## src/core/nvsc_pkg.sv

```systemverilog
// Package for the battery-backed SRAM host controller: timing counts and carrier structs.
// Assumes a 250 MHz system clock; all counts are derived from nanosecond or microsecond figures.
package nvsc_pkg;
    // Clock period in picoseconds.
    localparam int unsigned CLK_PERIOD_PS = 4000;
    // Array geometry.
    localparam int unsigned ADDR_W = 13;
    localparam int unsigned DATA_W = 8;
    // Write strobe pulse width, least, in ns.
    localparam int unsigned WRITE_PULSE_NS = 80;
    // Address hold after the terminating edge, least, in ns.
    localparam int unsigned RELEASE_HOLD_NS = 10;
    // Strobe to data float delay, longest, in ns.
    localparam int unsigned STROBE_TO_FLOAT_NS = 50;
    // Address setup ahead of the strobe, in ns (kept at one cycle minimum).
    localparam int unsigned ADDR_SETUP_NS = 4;
    // Read access time from select, longest, in ns.
    localparam int unsigned READ_ACCESS_NS = 100;
    // Data float after the output gate rises, longest, in ns.
    localparam int unsigned GATE_FLOAT_NS = 40;
    // Recovery delay after power returns, least, in microseconds.
    localparam int unsigned RECOVERY_DELAY_US = 2000;
    // Derived counts round up (read access adds one cycle), except strobe to float and the recovery count, which round down; none below one.
    localparam int unsigned WRITE_PULSE_CYC = (WRITE_PULSE_NS * 1000 + CLK_PERIOD_PS - 1) / CLK_PERIOD_PS;
    localparam int unsigned RELEASE_HOLD_CYC = (RELEASE_HOLD_NS * 1000 + CLK_PERIOD_PS - 1) / CLK_PERIOD_PS;
    localparam int unsigned SETUP_CYC = (ADDR_SETUP_NS * 1000 + CLK_PERIOD_PS - 1) / CLK_PERIOD_PS;
    localparam int unsigned READ_ACCESS_CYC = (READ_ACCESS_NS * 1000 + CLK_PERIOD_PS - 1) / CLK_PERIOD_PS + 1;
    localparam int unsigned GATE_FLOAT_CYC = (GATE_FLOAT_NS * 1000 + CLK_PERIOD_PS - 1) / CLK_PERIOD_PS;
    localparam int unsigned STROBE_TO_FLOAT_CYC = (STROBE_TO_FLOAT_NS * 1000) / CLK_PERIOD_PS;
    localparam int unsigned RECOVERY_CYC_DEF = (RECOVERY_DELAY_US * 1000000) / CLK_PERIOD_PS;
    // Widths of the phase counter and the recovery counter.
    localparam int unsigned CNT_W = 8;
    localparam int unsigned REC_W = 24;

    // Request from the user side.
    typedef struct packed {
        logic write;
        logic [ADDR_W-1:0] addr;
        logic [DATA_W-1:0] wdata;
    } nvsc_req_t;

    // Pin group driven toward the memory; active-low strobes.
    typedef struct packed {
        logic select_n;
        logic strobe_n;
        logic gate_n;
        logic [ADDR_W-1:0] addr;
        logic [DATA_W-1:0] data;
        logic data_oe;
    } nvsc_pins_t;
endpackage

```

## src/core/nvsc_delay.sv

```systemverilog
// Power-up recovery timer for the SRAM host controller.
// Assumes supply_ok_i is already synchronous; it counts the recovery delay after each rise.
`timescale 1ns/10ps
module nvsc_delay #(
    parameter int unsigned RECOVERY_CYC = nvsc_pkg::RECOVERY_CYC_DEF
) (
    // Clock and reset.
    input wire logic clk_i,
    input wire logic rst_n_i,
    // Supply state and the settled result.
    input wire logic supply_ok_i,
    output logic ready_o
);
    logic [nvsc_pkg::REC_W-1:0] cnt_q, cnt_d;
    logic ready_q, ready_d;

    // Restart the count whenever the supply is not good; ready only after a full delay.
    always_comb begin
        cnt_d = cnt_q;
        ready_d = ready_q;
        if (!supply_ok_i) begin
            cnt_d = '0;
            ready_d = 1'b0;
        end else if (!ready_q) begin
            if (cnt_q >= nvsc_pkg::REC_W'(RECOVERY_CYC - 1)) begin
                ready_d = 1'b1;
            end else begin
                cnt_d = cnt_q + 1'b1;
            end
        end
    end

    // Register the timer state.
    always_ff @(posedge clk_i or negedge rst_n_i) begin
        if (!rst_n_i) begin
            cnt_q <= '0;
            ready_q <= 1'b0;
        end else begin
            cnt_q <= cnt_d;
            ready_q <= ready_d;
        end
    end

    assign ready_o = ready_q;
endmodule

```

## src/core/nvsc_host.sv

```systemverilog
// Host controller that drives a battery-backed 8K x 8 asynchronous SRAM through its pins.
// Assumes pin inputs are synchronous to clk_i and a supply-good level from a board monitor.
`timescale 1ns/10ps
module nvsc_host #(
    parameter int unsigned RECOVERY_CYC = nvsc_pkg::RECOVERY_CYC_DEF
) (
    // Clock and reset.
    input wire logic clk_i,
    input wire logic rst_n_i,
    // Board supply monitor: high while the supply is above the upper threshold.
    input wire logic supply_ok_i,
    // User request port.
    input wire logic req_valid_i,
    input wire nvsc_pkg::nvsc_req_t req_i,
    output logic req_ready_o,
    output logic rsp_valid_o,
    output logic [nvsc_pkg::DATA_W-1:0] rsp_data_o,
    output logic power_lost_o,
    // Memory pins.
    output logic mem_select_n_o,
    output logic mem_strobe_n_o,
    output logic mem_gate_n_o,
    output logic [nvsc_pkg::ADDR_W-1:0] mem_addr_o,
    output logic [nvsc_pkg::DATA_W-1:0] mem_data_o,
    output logic mem_data_oe_o,
    input wire logic [nvsc_pkg::DATA_W-1:0] mem_data_i
);
    typedef enum logic [2:0] {
        ST_IDLE,
        ST_SETUP,
        ST_WPULSE,
        ST_WHOLD,
        ST_READ,
        ST_RHOLD
    } nvsc_state_t;

    nvsc_state_t state_q, state_d;
    nvsc_pkg::nvsc_pins_t pins_q, pins_d;
    nvsc_pkg::nvsc_req_t cur_q, cur_d;
    logic [nvsc_pkg::CNT_W-1:0] cnt_q, cnt_d;
    logic ready_q, ready_d;
    logic rsp_valid_q, rsp_valid_d;
    logic [nvsc_pkg::DATA_W-1:0] rsp_data_q, rsp_data_d;
    logic lost_q, lost_d;
    logic settled;

    // Recovery timer: goes high only after the supply has stayed good for the delay.
    nvsc_delay #(
        .RECOVERY_CYC(RECOVERY_CYC)
    ) u_delay (
        .clk_i(clk_i),
        .rst_n_i(rst_n_i),
        .supply_ok_i(supply_ok_i),
        .ready_o(settled)
    );

    // Sequence one access at a time and drive the pins from registers.
    always_comb begin
        state_d = state_q;
        pins_d = pins_q;
        cur_d = cur_q;
        cnt_d = cnt_q;
        ready_d = 1'b0;
        rsp_valid_d = 1'b0;
        rsp_data_d = rsp_data_q;
        lost_d = lost_q;
        if (cnt_q != '0) begin
            cnt_d = cnt_q - 1'b1;
        end
        unique case (state_q)
            ST_IDLE: begin
                pins_d.select_n = 1'b1;
                pins_d.strobe_n = 1'b1;
                pins_d.gate_n = 1'b1;
                pins_d.data_oe = 1'b0;
                ready_d = settled;
                if (ready_q && req_valid_i && settled && supply_ok_i) begin
                    cur_d = req_i;
                    lost_d = 1'b0;
                    ready_d = 1'b0;
                    pins_d.addr = req_i.addr;
                    if (req_i.write) begin
                        pins_d.data = req_i.wdata;
                        pins_d.data_oe = 1'b1;
                        pins_d.gate_n = 1'b1;
                        state_d = ST_SETUP;
                        cnt_d = nvsc_pkg::CNT_W'(nvsc_pkg::SETUP_CYC);
                    end else begin
                        pins_d.select_n = 1'b0;
                        pins_d.gate_n = 1'b0;
                        state_d = ST_READ;
                        cnt_d = nvsc_pkg::CNT_W'(nvsc_pkg::READ_ACCESS_CYC);
                    end
                end
            end
            ST_SETUP: begin
                // Select and strobe fall together, one cycle after the address, and start the write.
                pins_d.select_n = 1'b0;
                if (cnt_q <= 1) begin
                    pins_d.strobe_n = 1'b0;
                    state_d = ST_WPULSE;
                    cnt_d = nvsc_pkg::CNT_W'(nvsc_pkg::WRITE_PULSE_CYC);
                end
            end
            ST_WPULSE: begin
                if (cnt_q <= 1) begin
                    pins_d.strobe_n = 1'b1;
                    state_d = ST_WHOLD;
                    cnt_d = nvsc_pkg::CNT_W'(nvsc_pkg::RELEASE_HOLD_CYC);
                end
            end
            ST_WHOLD: begin
                // Address and data stay put through the release hold.
                pins_d.select_n = 1'b1;
                if (cnt_q <= 1) begin
                    pins_d.data_oe = 1'b0;
                    state_d = ST_IDLE;
                    rsp_valid_d = 1'b1;
                end
            end
            ST_READ: begin
                if (cnt_q <= 1) begin
                    rsp_data_d = mem_data_i;
                    pins_d.select_n = 1'b1;
                    pins_d.gate_n = 1'b1;
                    state_d = ST_RHOLD;
                    cnt_d = nvsc_pkg::CNT_W'(nvsc_pkg::GATE_FLOAT_CYC);
                end
            end
            ST_RHOLD: begin
                // Let the memory float the bus before any write may drive it.
                if (cnt_q <= 1) begin
                    state_d = ST_IDLE;
                    rsp_valid_d = 1'b1;
                end
            end
            default: begin
                state_d = ST_IDLE;
            end
        endcase
        // Supply failure aborts the access at once, ahead of the timer's own flag.
        if ((!settled || !supply_ok_i) && state_q != ST_IDLE) begin
            lost_d = (state_q == ST_WPULSE) || (state_q == ST_SETUP);
            pins_d.select_n = 1'b1;
            pins_d.strobe_n = 1'b1;
            pins_d.gate_n = 1'b1;
            pins_d.data_oe = 1'b0;
            state_d = ST_IDLE;
            ready_d = 1'b0;
            rsp_valid_d = 1'b1;
        end
    end

    // Register controller state; strobes idle high from reset.
    always_ff @(posedge clk_i or negedge rst_n_i) begin
        if (!rst_n_i) begin
            state_q <= ST_IDLE;
            pins_q <= '{select_n: 1'b1, strobe_n: 1'b1, gate_n: 1'b1, addr: '0, data: '0, data_oe: 1'b0};
            cur_q <= '0;
            cnt_q <= '0;
            ready_q <= 1'b0;
            rsp_valid_q <= 1'b0;
            rsp_data_q <= '0;
            lost_q <= 1'b0;
        end else begin
            state_q <= state_d;
            pins_q <= pins_d;
            cur_q <= cur_d;
            cnt_q <= cnt_d;
            ready_q <= ready_d;
            rsp_valid_q <= rsp_valid_d;
            rsp_data_q <= rsp_data_d;
            lost_q <= lost_d;
        end
    end

    // Outputs straight from registers.
    assign req_ready_o = ready_q;
    assign rsp_valid_o = rsp_valid_q;
    assign rsp_data_o = rsp_data_q;
    assign power_lost_o = lost_q;
    assign mem_select_n_o = pins_q.select_n;
    assign mem_strobe_n_o = pins_q.strobe_n;
    assign mem_gate_n_o = pins_q.gate_n;
    assign mem_addr_o = pins_q.addr;
    assign mem_data_o = pins_q.data;
    assign mem_data_oe_o = pins_q.data_oe;
endmodule

```

## config.mk

```make
export PLATFORM = sky130hd
export DESIGN_NAME = nvsc_host
export DESIGN_NICKNAME = d
export VERILOG_FILES = /design/src/core/nvsc_pkg.sv /design/src/core/nvsc_delay.sv /design/src/core/nvsc_host.sv
export SDC_FILE = /design/constraint.sdc
export NUM_CORES = 1
export LEC_CHECK = 0
export BUFFER_PORTS_ARGS = -buffer_cell sky130_fd_sc_hd__buf_2
export CORE_ASPECT_RATIO = 0.75
export CORE_MARGIN = 4
export CORE_UTILIZATION = 52
export CTS_BUF_LIST = sky130_fd_sc_hd__clkbuf_4 sky130_fd_sc_hd__clkbuf_8
export CTS_CLUSTER_DIAMETER = 120
export DETAILED_ROUTE_END_ITERATION = 7
export PLACE_DENSITY = 0.8
export RECOVER_POWER = 25
export SLEW_MARGIN = 20
export SYNTH_ARGS = -nofsm -noshare
export SYNTH_HDL_FRONTEND = slang
export SYNTH_HIERARCHICAL = 1
export SYNTH_SLANG_ARGS = --single-unit
```

## constraint.sdc

```tcl
create_clock -name clk_i -period 2.2 [get_ports clk_i]
set_input_delay 0.11 -clock clk_i [delete_from_list [all_inputs] [get_ports clk_i]]
set_output_delay 0.11 -clock clk_i [all_outputs]
set_load 0.005 [all_outputs]
```

# Word level (Yosys, flattened, before mapping)
# Index checks and enable logic that the tools add are counted.
# op_classes
order_cmp	2
eq_ne	13
n_reduce_logical	28
addsub	2
muxes	42
# op_table
op	count
24-bit 2-to-1 mux	3
8-bit 2-to-1 mux	5
8-bit case mux with 4 select lines	1
24-bit by 1-bit adder with 24-bit output, second input constant	1
24-bit by 19-bit >= comparator with 1-bit output, second input constant	1
3-bit 2-to-1 mux	8
23-bit 2-to-1 mux	1
1-bit 2-to-1 mux	17
3-bit != test, second input constant	5
3-bit case mux with 5 select lines	1
2-bit AND reduction	7
9-bit 2-to-1 mux	1
3-bit nonzero test	3
8-bit by 1-bit <= comparator with 1-bit output, second input constant	1
8-bit nonzero test	1
8-bit by 1-bit subtractor with 8-bit output, second input constant	1
3-bit by 2-bit == test with 1-bit output, second input constant	2
3-bit == test, second input constant	2
3-bit AND reduction	2
5-bit 2-to-1 mux	1
5-bit AND reduction	1
5-bit nonzero test	1
1-bit logical AND	4
2-bit != test, second input constant	2
other kinds (11)	15
# word_totals
out_inout_bits	36
elab_cells	101
input_bits	34
register_bits	72

# Longest topological paths before layout
# logic_depth
depth_word	6
mapped_depth	9
mapped_depth_nobuf	6

# Cells and area by module
# The synthesis kept the hierarchy.
# by_module_without_submodules
module	cells_each	seq_area_each_um2	area_each_um2	instances
nvsc_host	234	1179.9	2333.5	1
nvsc_delay	128	625.6	1270.0	1

# Worst setup path after synthesis
# OpenSTA, ideal clock, no wires.
# synth_path
path_type	register -> register
start	register u_delay/cnt_q[0] in the netlist's numbering
end	register u_delay/cnt_q[13] in the netlist's numbering
stages_incl_launch_ff	9
arrival_time_ps	2036
path_slack_ps	28
t_required_ps	2064
setup_ps	136
path_buffers	2
period_less_slack_ps	2172
cell_sequence	dfrtp_1 > ha_1 > and4_4 > buf_6 > o41a_1 > o21a_4 > buf_2 > o41ai_1 > a21oi_1
# synth_between
elab_chain_cells	4
word_cells_on_any_way	7
cone_classes	1 x add/sub; 1 x order compare; 1 x eq/ne; 3 x mux; 1 x reduce/logical
# synth_rtl
element	line	source
start: declaration	nvsc_delay.sv:14	logic [nvsc_pkg::REC_W-1:0] cnt_q, cnt_d;
start signal: assignment	nvsc_delay.sv:39	cnt_q <= cnt_d;
24-bit by 1-bit adder with 24-bit output	nvsc_delay.sv:28	cnt_d = cnt_q + 1'b1;
24-bit 2-to-1 mux	nvsc_delay.sv:25	if (cnt_q >= nvsc_pkg::REC_W'(RECOVERY_CYC - 1)) begin
24-bit 2-to-1 mux	nvsc_delay.sv:24	end else if (!ready_q) begin
24-bit 2-to-1 mux	nvsc_delay.sv:21	if (!supply_ok_i) begin
# Several ways; a longest one is shown, not always the timed one. The select of a mux whose other input is x is not followed.
# A chain may end at the register's enable or synchronous reset.

# Worst setup path after layout
# layout_path
start	register u_delay/cnt_q[10] in the netlist's numbering
end	register u_delay/cnt_q[17] in the netlist's numbering
# Same word-level chain as after synthesis.

==> impl_metrics.toml <==
[grt]
top_usage_layer = "met2"
grt_use_met3 = 0.0763
use_met1 = 0.328
grt_usage = 0.258
met2_usage = 0.420
grt_max_degree = 73
grt_pass1_vias = 3484
antenna_found_initial = 0
grt_remaining_overflow = 0
grt_pass1_wl_um = 17100

[synth]
syn-instance-count = 362
ys_ff_latch = 72
synth_edf_count = 0
synth.avg_cell_area_um2 = 9.95
yosysTopAreaCellShare = 0.479
netlist_area_mm2 = 0.00360
async_flop_share = 1.00
synthTopCellsByCount = "dfrtp_1 (69), nand2_1 (57), a21oi_1 (26)"
yosysMostFrequentCell = "dfrtp_1"
syn_nets = 400
yosysWarnings = 6
synth_top_cell_by_area = "dfrtp_1"
synth.area.top_cells = "dfrtp_1 (48%), nand2_1 (5.9%), mux2_2 (5.3%)"
yosysSeqAreaShare = 0.501
synth_cell_type_count = 56
synth_flop_cell = "dfrtp_1"

[placement]
placed_area_mm2 = 0.00409
dp_hpwl_um = 6190
io_buffers = 69
dp_cells = 510
place_congestion = 0.882
dp_slack_ns = -0.00690

[sta]
whs_ns = 0.0163
fin_ws_ns = -0.138
relSlewSlack = 0.584
worst_pin_slew_ns = 0.624
fin_skew_ns = 0.0110
rsz0062_at_grt = "yes"
slew_viol_final = 0
finalSetupViolCount = 13
fin_crit_sh = 1.06
hold_violations = 0
max_freq_ghz = 0.428
post-route-min-period_ns = 2.34

[clock_tree]
cts_made_buffers = 9
clockBufferDepth = 2
clock-root-buffer = "clkbuf_8"
clkTransAtPathRegs_ns = 0.07
cts-htree-levels = 3
clock-sinks = 72
cts_tree = "built"
insertion_delay_ns = 0.35

[status]
violations = "setup timing"
status = "complete, but fails checks"

[power]
vdd_drop_max_uv = 494
power_density_mw_per_mm2 = 545
p_leak_nw = 2.27

[routing]
wl_per_cell_um = 18.9
first_iter_violations = 333
routed_wirelength_um = 10700
drc_errors = 0
ant_nets = 0
drtPass1Iterations = 5
vias = 3505
vias_per_cell = 6.23

[setup_path]
worstPathArrival_ns = 2.61
start_kind = "flip-flop"
crit_family = "compound AO/OA/AOI/OAI gates"
critPathSlowestCell = "o41ai_1"
path_buf_inv = 1
path_cells = "o41ai_1, nand4b_1, o21a_4, buf_4, or4_4, a21oi_2"
cp_max_fo = 6
critPathKind = "flip-flop to flip-flop"
worst_path_largest_cell_delay_ns = 0.53
worstPathRequired_ns = 2.47
end_kind = "flip-flop"

[finish]
antenna_cells = 0
drive_gt1_frac = 0.334
finish.instance_area_mm2 = 0.00476
fin_cells = 563
fin_nets = 515
area_growth_pct = 32.1

[floorplanning]
chipWidth_um = 104
initial_core_util = 0.554
pin_count = 70
dieArea_mm2 = 0.00834
rows = 25
die_h_um = 80.1
core_area_mm2 = 0.00651

[run]
drv_cap = 0

[min_path]
min_path_type = "input pin to flip-flop"
-- state kept, by name, indices dropped and copies added (netlist names) --
name	flops
mem_addr_o	13
req_ready_o	1
state_q	3
power_lost_o	1
mem_select_n_o	1
u_delay/ready_o	1
mem_data_o	8
u_delay/cnt_q	24
rsp_valid_o	1
mem_data_oe_o	1
mem_gate_n_o	1
mem_strobe_n_o	1
cnt_q	8
rsp_data_o	8
-- worst reg2reg max path: cells and delay by family, from the launching register on --
family	cells	cell delay, ns
buffers and inverters	1	0.14
and+or+nand+nor	2	0.72
DFF	1	0.42
AOI/OAI and AO/OA	3	0.98
-- final cells by class --
cell class | instances | area [um2]
multi-input cells | 267 | 1800
repair buffers | 121 | 822
well taps | 81 | 101
fillers | 409 | 1750
clock inverters | 4 | 52.6
flip-flops and latches | 72 | 1810
inverters | 6 | 22.5
clock buffers | 12 | 159
-- per-layer routing --
metal  wire length (um)  vias to the layer above
met3               1030                       30
met1               4300                     1687
met4                331                        0
met5                  0                        -
met2               5000                      231
li1                   -                     1557
-- cells by family after synthesis --
group,share of synthesized area
flops,0.501
fa+ha+maj,0.0139
xor+xnor,0.0219
simple gates,0.240
compound gates,0.132
buf+inv,0.0333
mux,0.0587
-- what timing repair did --
item	4_1_cts	5_1_grt
pin swaps	1	24
hold buffers	26	2
gates cloned	2	0
endpoints found under the hold margin	94	2
endpoints found under the setup margin	5	12
buffers inserted	2	5
gates resized for setup	1	20
-- through the flow --
stage / TNS (ns) / power (mW) / utilization
floorplan: 0 / 1.39 / -
CTS: 0 / 2.60 / 0.707
global route: -2.24 / 2.68 / 0.732
detailed placement: -0.00851 / 1.47 / 0.629
global placement: 0 / 1.46 / 0.629
finish: -1.00 / 2.60 / 0.732
-- layout by cell type, fill, tap and decap left out, types with 3 or more instances in the layout --
cell type / count
nor3_1: 9
o21ai_0: 15
dlygate4sd3_1: 28
and2_1: 9
buf_4: 22
nand3_1: 12
or3_1: 10
ha_1: 3
or2_2: 4
o31ai_1: 4
nor4_2: 3
o211ai_1: 3
a31oi_1: 3
nand4_1: 13
dfrtp_1: 69
xnor2_1: 4
nand2_1: 57
clkbuf_8: 11
nor2_1: 15
a21oi_2: 4
or4_1: 4
inv_1: 6
buf_2: 69
mux2_2: 17
xor2_1: 5
or4_4: 3
a21oi_1: 22
clkinvlp_4: 3
dfstp_2: 3
-- final timing paths --
path	start	cells past startpoint	to	slack, ns
setup / recovery	u_delay/cnt_q[10]$_DFFE_PN0P_	6	u_delay/cnt_q[17]$_DFFE_PN0P_	-0.14
hold / removal	mem_data_i[0]	2	rsp_data_o[0]$_DFFE_PN0P_	0.02
setup reg to reg	u_delay/cnt_q[10]$_DFFE_PN0P_	6	u_delay/cnt_q[17]$_DFFE_PN0P_	-0.14
hold reg to reg	mem_addr_o[5]$_DFFE_PN0P_	2	mem_addr_o[5]$_DFFE_PN0P_	0.47
max in group asynchronous	rst_n_i	3	mem_strobe_n_o$_DFFE_PN1P_	1.54
min in group asynchronous	rst_n_i	3	mem_data_o[6]$_DFFE_PN0P_	0.33
-- power by group --
| part | internal (mW) | switching, mW |
|---|---|---|
| clock network | 0.598 | 0.501 |
| registers | 1.33 | 0.00853 |
| logic | 0.0803 | 0.0742 |
Power figures use the tool's default switching activity.
